$ cat src/hdl/gpd_defs.vh
`ifndef GPD_DEFS_VH
`define GPD_DEFS_VH

// ==========================================================
// register byte offsets, one word per 32-pin bank pair except the shared filter and soft reset words
`define GPD_OFS_DIR 8'h00
`define GPD_OFS_OUT 8'h04
`define GPD_OFS_SET 8'h08
`define GPD_OFS_CLR 8'h0C
`define GPD_OFS_IN 8'h10
`define GPD_PAIR_STRIDE 8'h20
`define GPD_OFS_FILT0 8'hC0
`define GPD_OFS_SWRST 8'hE0

// ==========================================================
// field positions of a pin filter control word
`define GPD_FILT_EN_BIT 31
`define GPD_FILT_IVL_MSB 15
`define GPD_FILT_IVL_LSB 0

// ==========================================================
// reset values
`define GPD_DIR_RST 32'hFFFFFFFF
`define GPD_OUT_RST 32'h00000000
`define GPD_FILT_RST 32'h00000000

`endif

$ cat src/hdl/gpd_top.v
`timescale 1ns/10ps
`default_nettype none
`include "gpd_defs.vh"

// Overview of operation
// - direction bit zero makes the pin an output
// - direction bit one makes the pin an input, driver off
// - set register write drives ones where written bits are one
// - clear register write drives zeros where written bits are one
// - output data write replaces the output state in the enabled byte lanes
// - set, clear and output data reads return stored output state
// - output writes update stored state of pins configured as inputs but do not drive them
// - input data of an input pin is the synchronized pin level, taken after the filter on pins seven to zero
// - input data of an output pin is the driven value
// - open-drain pins read the wired line level
// - only pins seven to zero carry a filter, one register each
// - filter register holds enable bit and interval field
// - enabled filter idles until raw differs from filtered state
// - level held through the interval passes downstream
// - raw change before the count ends restarts count from zero
// - enabled filter delays every accepted change by the interval
// - interval counter advances at half the clock rate
// - software reset leaves configuration and output state unchanged
// - hardware reset returns all registers to default values
// - pins group into banks of sixteen consecutive signals
module gpd_top #(
  parameter NPAIR = 2,
  parameter IW = 16,
  parameter [31:0] OD_MASK = 32'h00000000
) (
  input wire clk,
  input wire rst_n,
  input wire [7:0] avs_address,
  input wire avs_read,
  input wire avs_write,
  input wire [31:0] avs_writedata,
  input wire [3:0] avs_byteenable,
  output reg [31:0] avs_readdata,
  output wire avs_waitrequest,
  input wire [NPAIR*32-1:0] pin_in,
  output wire [NPAIR*32-1:0] pin_out,
  output wire [NPAIR*32-1:0] pin_oe,
  output reg soft_reset_pulse
);

  localparam NP = NPAIR * 32;
  localparam NBANK = NP / 16;

  reg [NP-1:0] dir_q;
  reg [NP-1:0] out_q;
  reg [NP-1:0] sync1_q;
  reg [NP-1:0] sync2_q;
  reg [31:0] filt_q [0:7];
  reg half_q;
  reg ack_q;
  wire [NP-1:0] in_data;
  wire [7:0] filt_out;
  wire [31:0] wmask;
  wire acc;
  wire wr;

  // ==========================================================
  // bus handshake: one wait cycle on every access
  assign acc = avs_read | avs_write;
  assign avs_waitrequest = acc & ~ack_q;
  // write lands only at the edge where waitrequest is low
  assign wr = avs_write & ack_q;
  assign wmask = {{8{avs_byteenable[3]}}, {8{avs_byteenable[2]}},
                  {8{avs_byteenable[1]}}, {8{avs_byteenable[0]}}};

  always @(posedge clk) begin
    if (!rst_n) begin
      ack_q <= 1'b0;
    end else begin
      ack_q <= acc & ~ack_q;
    end
  end

  // ==========================================================
  // half-rate enable for the filter counters
  always @(posedge clk) begin
    if (!rst_n) begin
      half_q <= 1'b0;
    end else begin
      half_q <= ~half_q;
    end
  end

  // ==========================================================
  // pin synchronizers
  always @(posedge clk) begin
    if (!rst_n) begin
      sync1_q <= {NP{1'b0}};
      sync2_q <= {NP{1'b0}};
    end else begin
      sync1_q <= pin_in;
      sync2_q <= sync1_q;
    end
  end

  // ==========================================================
  // per-pair direction and output registers
  genvar p;
  generate
    for (p = 0; p < NPAIR; p = p + 1) begin : g_pair
      wire [7:0] base;
      assign base = p * `GPD_PAIR_STRIDE;
      always @(posedge clk) begin
        if (!rst_n) begin
          dir_q[p*32 +: 32] <= `GPD_DIR_RST;
          out_q[p*32 +: 32] <= `GPD_OUT_RST;
        end else if (wr) begin
          if (avs_address == base + `GPD_OFS_DIR) begin
            dir_q[p*32 +: 32] <= (dir_q[p*32 +: 32] & ~wmask) | (avs_writedata & wmask);
          end
          if (avs_address == base + `GPD_OFS_OUT) begin
            out_q[p*32 +: 32] <= (out_q[p*32 +: 32] & ~wmask) | (avs_writedata & wmask);
          end
          if (avs_address == base + `GPD_OFS_SET) begin
            out_q[p*32 +: 32] <= out_q[p*32 +: 32] | (avs_writedata & wmask);
          end
          if (avs_address == base + `GPD_OFS_CLR) begin
            out_q[p*32 +: 32] <= out_q[p*32 +: 32] & ~(avs_writedata & wmask);
          end
        end
      end
    end
  endgenerate

  // ==========================================================
  // filter control registers and filters on pins 7..0
  genvar f;
  generate
    for (f = 0; f < 8; f = f + 1) begin : g_filt
      always @(posedge clk) begin
        if (!rst_n) begin
          filt_q[f] <= `GPD_FILT_RST;
        end else if (wr && avs_address == `GPD_OFS_FILT0 + 4 * f) begin
          filt_q[f] <= (filt_q[f] & ~wmask) | (avs_writedata & wmask);
        end
      end
      gpd_filter #(.IW(IW)) u_filt (
        .clk(clk),
        .rst_n(rst_n),
        .tick(half_q),
        .enable(filt_q[f][`GPD_FILT_EN_BIT]),
        .interval(filt_q[f][`GPD_FILT_IVL_MSB:`GPD_FILT_IVL_LSB]),
        .raw(sync2_q[f]),
        .filt(filt_out[f])
      );
    end
  endgenerate

  // ==========================================================
  // pin drive and input readback
  genvar b;
  generate
    for (b = 0; b < NP; b = b + 1) begin : g_pin
      wire od;
      wire lvl;
      assign od = OD_MASK[b % 32];
      assign lvl = (b < 8) ? filt_out[b] : sync2_q[b];
      // inputs never drive
      assign pin_oe[b] = ~dir_q[b] & (od ? ~out_q[b] : 1'b1);
      assign pin_out[b] = od ? 1'b0 : out_q[b];
      // open-drain reads the wired level
      assign in_data[b] = (dir_q[b] | od) ? lvl : out_q[b];
    end
  endgenerate

  // ==========================================================
  // read mux and software reset strobe
  integer i;
  always @(posedge clk) begin
    if (!rst_n) begin
      avs_readdata <= 32'h00000000;
      soft_reset_pulse <= 1'b0;
    end else begin
      // software reset touches no register here
      soft_reset_pulse <= wr && avs_address == `GPD_OFS_SWRST && avs_writedata[0];
      if (avs_read && !ack_q) begin
        avs_readdata <= 32'h00000000;
        for (i = 0; i < NPAIR; i = i + 1) begin
          if (avs_address == i * `GPD_PAIR_STRIDE + `GPD_OFS_DIR) begin
            avs_readdata <= dir_q[i*32 +: 32];
          end
          if (avs_address == i * `GPD_PAIR_STRIDE + `GPD_OFS_OUT ||
              avs_address == i * `GPD_PAIR_STRIDE + `GPD_OFS_SET ||
              avs_address == i * `GPD_PAIR_STRIDE + `GPD_OFS_CLR) begin
            avs_readdata <= out_q[i*32 +: 32];
          end
          if (avs_address == i * `GPD_PAIR_STRIDE + `GPD_OFS_IN) begin
            avs_readdata <= in_data[i*32 +: 32];
          end
        end
        for (i = 0; i < 8; i = i + 1) begin
          if (avs_address == `GPD_OFS_FILT0 + 4 * i) begin
            avs_readdata <= filt_q[i];
          end
        end
      end
    end
  end

endmodule

`default_nettype wire

$ cat src/hdl/gpd_filter.v
`timescale 1ns/10ps
`default_nettype none

module gpd_filter #(
  parameter IW = 16
) (
  input wire clk,
  input wire rst_n,
  input wire tick,
  input wire enable,
  input wire [IW-1:0] interval,
  input wire raw,
  output wire filt
);

  reg state_q;
  reg [IW-1:0] cnt_q;

  // ==========================================================
  // debounce counter
  always @(posedge clk) begin
    if (!rst_n) begin
      state_q <= 1'b0;
      cnt_q <= {IW{1'b0}};
    end else if (!enable) begin
      state_q <= raw;
      cnt_q <= {IW{1'b0}};
    end else if (raw == state_q) begin
      cnt_q <= {IW{1'b0}};
    end else if (tick) begin
      if (cnt_q + {{(IW-1){1'b0}}, 1'b1} >= interval) begin
        state_q <= raw;
        cnt_q <= {IW{1'b0}};
      end else begin
        cnt_q <= cnt_q + {{(IW-1){1'b0}}, 1'b1};
      end
    end
  end

  assign filt = enable ? state_q : raw;

endmodule

`default_nettype wire

$ cat config.mk
export PLATFORM = sky130hd
export DESIGN_NAME = gpd_top
export DESIGN_NICKNAME = d
export VERILOG_FILES = /design/src/hdl/gpd_top.v /design/src/hdl/gpd_filter.v
export VERILOG_INCLUDE_DIRS = /design/src /design/src/hdl
export SDC_FILE = /design/constraint.sdc
export NUM_CORES = 2
export LEC_CHECK = 0
export ABC_CLOCK_PERIOD_IN_PS = 5850
export BUFFER_PORTS_ARGS = -buffer_cell sky130_fd_sc_hd__buf_2
export CORE_UTILIZATION = 40
export CTS_CLUSTER_SIZE = 40
export DETAILED_ROUTE_END_ITERATION = 16
export PLACE_DENSITY = 0.59
export SYNTH_ARGS = -nofsm -noshare
export SYNTH_HDL_FRONTEND = slang
export SYNTH_SLANG_ARGS = --single-unit
$ cat constraint.sdc
create_clock -name clk -period 5.85 [get_ports clk]
set_clock_uncertainty 0.1 [all_clocks]
set_input_delay 1.17 -clock clk [delete_from_list [all_inputs] [get_ports clk]]
set_output_delay 1.17 -clock clk [all_outputs]
set_load 0.005 [all_outputs]
==> metrics <==
number of synthesized flops with an enable pin=256; critical path's slowest cell=a22oi_1; Sw Pwr=2.79 mW; Worst Path Arrival=4800 ps; die height=305 µm; element type at the critical path end=flop; number of buffers created by CTS=79; # DRC=0; syn avg cell area=8.99 µm²; number of port buffers=273; Site Rows=110; drt total wl=144000 µm; Overflow after GRT=0; Gates resized, CTS repair=0; Mapped Nets=4345; H-tree lvl count=3; Final ANT Viol Nets=0; RSZ-0062 raised after global routing=false; Sinks on Clock Net=683; fmax=231 MHz; final worst slack=1530 ps; routed len/inst=26.3 µm; register area=0.0162 mm²; gpl congestion=0.963; Setup Fix Bufs, Post-CTS=0; initial antenna violation count=14; final core utilization=46.2%; CTS Root Buffer Type=clkbuf_16; Tmin final=4320 ps; die footprint=0.0933 mm²; P_int=8.10 mW; WHS=320 ps; Max VDD drop=0.000201 V; synth unique cells=89; pwr dens=260 mW/mm²; dominant cells by area after synthesis=dfxtp_1 (23%), edfxtp_1 (21%), o21ai_0 (5.9%), ha_1 (4.6%), nand2_1 (3.4%); final hold vios=0; HP Class=flop to flop; DPL Wire Length=103000 µm; most frequent cell after synthesis=o21ai_0; relative slew slack=11.8%; ys async rst share=0%; Comb power frac=7.0%; 1st-pass router iterations=6; Initial Util=40.7%; final setup vio count=0; Area Growth Syn to Fin=13.5%; vias in the first global route=31100; number of max-cap violations=0; Worst path max stage delay=840 ps; Netlist Area Pre-Place=0.0368 mm²; #FFs+latches synth=683; clock power share=45.9%; WP buf/inv=0; DIE WIDTH=305 µm; Yosys top cell area share=23.2%; Max FO, Critical Path=12; status=finished, final reports clean; worst slew pin tran=1320 ps; Skew-Pair Late Insertion Delay=670 ps; hold buffers post-CTS=0; Final Cycle Share=73.9%; setup_tns=0 ps; DR iter-0 viols=4709; first-pass GRT wire length=210000 µm; Most used DFF post-synth=dfxtp_1; CTS tree=built; cell count after synthesis=4097; Longest Clk Path Bufs=3; pin count of the biggest net entering global routing=227; CP required=6320 ps; Yosys warnings=0; Worst setup SP type=flop; via count=33700; IO Count=274; Multi-input gate area=0.0185 mm²; average vias per placed instance=6.14; P_leak=16.9 nW; total power=10.9 mW; register area share after synthesis=44.1%; Worst-path clk slew=60 ps; leading area contributor after synthesis=dfxtp_1; area of the core=0.0906 mm²; CP Cell Sequence=ha_1, and3_1, nand3_1, nor2_1, nand3_1, xnor2_1, ha_1, and4_1, a211oi_1, o221ai_1, a22oi_1, nand2_1, o22ai_1; Place WS=1190 ps; Total GRT Usage=29.9%; Synth top cells by count=o21ai_0 (432), dfxtp_1 (427), nand2_1 (331), inv_1 (301), edfxtp_1 (256); Sw Ratio=25.6%; max-slew violations=0; share of layout cells above drive strength 1=12.4%; # nets final=4496; delay-heaviest family, CP=compound AO/OA/AOI/OAI gates; Worst Setup Path Type=flop to flop; Seq pwr share=47.1%; Fill cells=8790
-- routing by layer --
layer	wire [µm]	vias to the layer above	GRT usage [%]
li1	-	15200	-
met1	60600	16100	42.0
met2	61700	2064	44.8
met3	15600	335	5.98
met4	6320	16	12.2
met5	134	-	0.362
-- kinds of logic (layout without fill, tap and decap cells) --
| group | Yosys count | in the layout | share of synthesized area [%] |
|---|---|---|---|
| other | 0 | 3 | 0 |
| AOI/OAI and AO/OA | 1286 | 1286 | 22.2 |
| adders and majority gates | 136 | 136 | 4.62 |
| and+or+nand+nor | 1229 | 1229 | 17.8 |
| DFF | 683 | 683 | 44.1 |
| muxes | 91 | 91 | 2.85 |
| xor gates and xnor gates | 97 | 97 | 2.31 |
| buffers and inverters | 575 | 793 | 6.17 |
-- cells in the final DEF (no fill, tap or decap), drive strengths merged, types with 25 or more instances in the layout --
cell and n:
dfxtp 427, nor2 105, a21boi 74, xnor2 61
xor2 36, o22ai 72, a21oi 227, and2 154
buf 344, clkbuf 109, edfxtp 256, nand3 155
ha 136, inv 302, nor3 42, clkinv 33
nand4 34, nand2 331, nor2b 26, a211oi 25
a32o 47, a31oi 70, a22oi 32, o211ai 100
mux2i 71, o21ai 440, nand2b 149, and3 152
a221oi 27
-- path summary, 6_finish.rpt --
kind,from,end,slack [ps],cells past startpoint
max reg2reg,g_filt[0].u_filt.cnt_q[0],g_filt[0].u_filt.cnt_q[14],1530,13
max,g_filt[0].u_filt.cnt_q[0],g_filt[0].u_filt.cnt_q[14],1530,13
min reg2reg,sync1_q[58],sync2_q[58],320,1
min,sync1_q[58],sync2_q[58],320,1
-- stage by stage --
step	cell area, µm²	cells
after global placement	39200	5343
after floorplan	36800	4097
final	41800	5494
after global routing	41800	5492
after detailed placement	39200	5343
after CTS	41800	5491
-- final cells by class --
| type | count | share of cell area, % |
|---|---|---|
| multi-input cells | 2839 | 44.2 |
| flip-flops and latches | 683 | 38.8 |
| clock buffers | 109 | 5.37 |
| repair buffers | 344 | 4.60 |
| well taps | 1176 | 3.52 |
| inverters | 301 | 2.70 |
| clock inverters | 39 | 0.823 |
| diodes | 3 | 0.0179 |
-- sequential cells by signal (all words and copies together), names as in the netlist, named ones only --
signal / flops
ack_q: 1
sync1_q: 64
pin_out: 64
g_filt.u_filt.state_q: 8
filt_q: 256
sync2_q: 64
avs_readdata: 32
g_filt.u_filt.cnt_q: 128
soft_reset_pulse: 1
half_q: 1
-- power by group through the flow --
stage / clock (mW) / combinational, mW / sequential, mW
CTS: 5.03 / 0.736 / 5.12
global route: 5.22 / 0.803 / 5.13
floorplan: 0 / 0.425 / 5.18
finish: 5.00 / 0.764 / 5.12
global placement: 0 / 0.729 / 5.22
detailed placement: 0 / 0.733 / 5.22
Power figures use the tool's default switching activity.
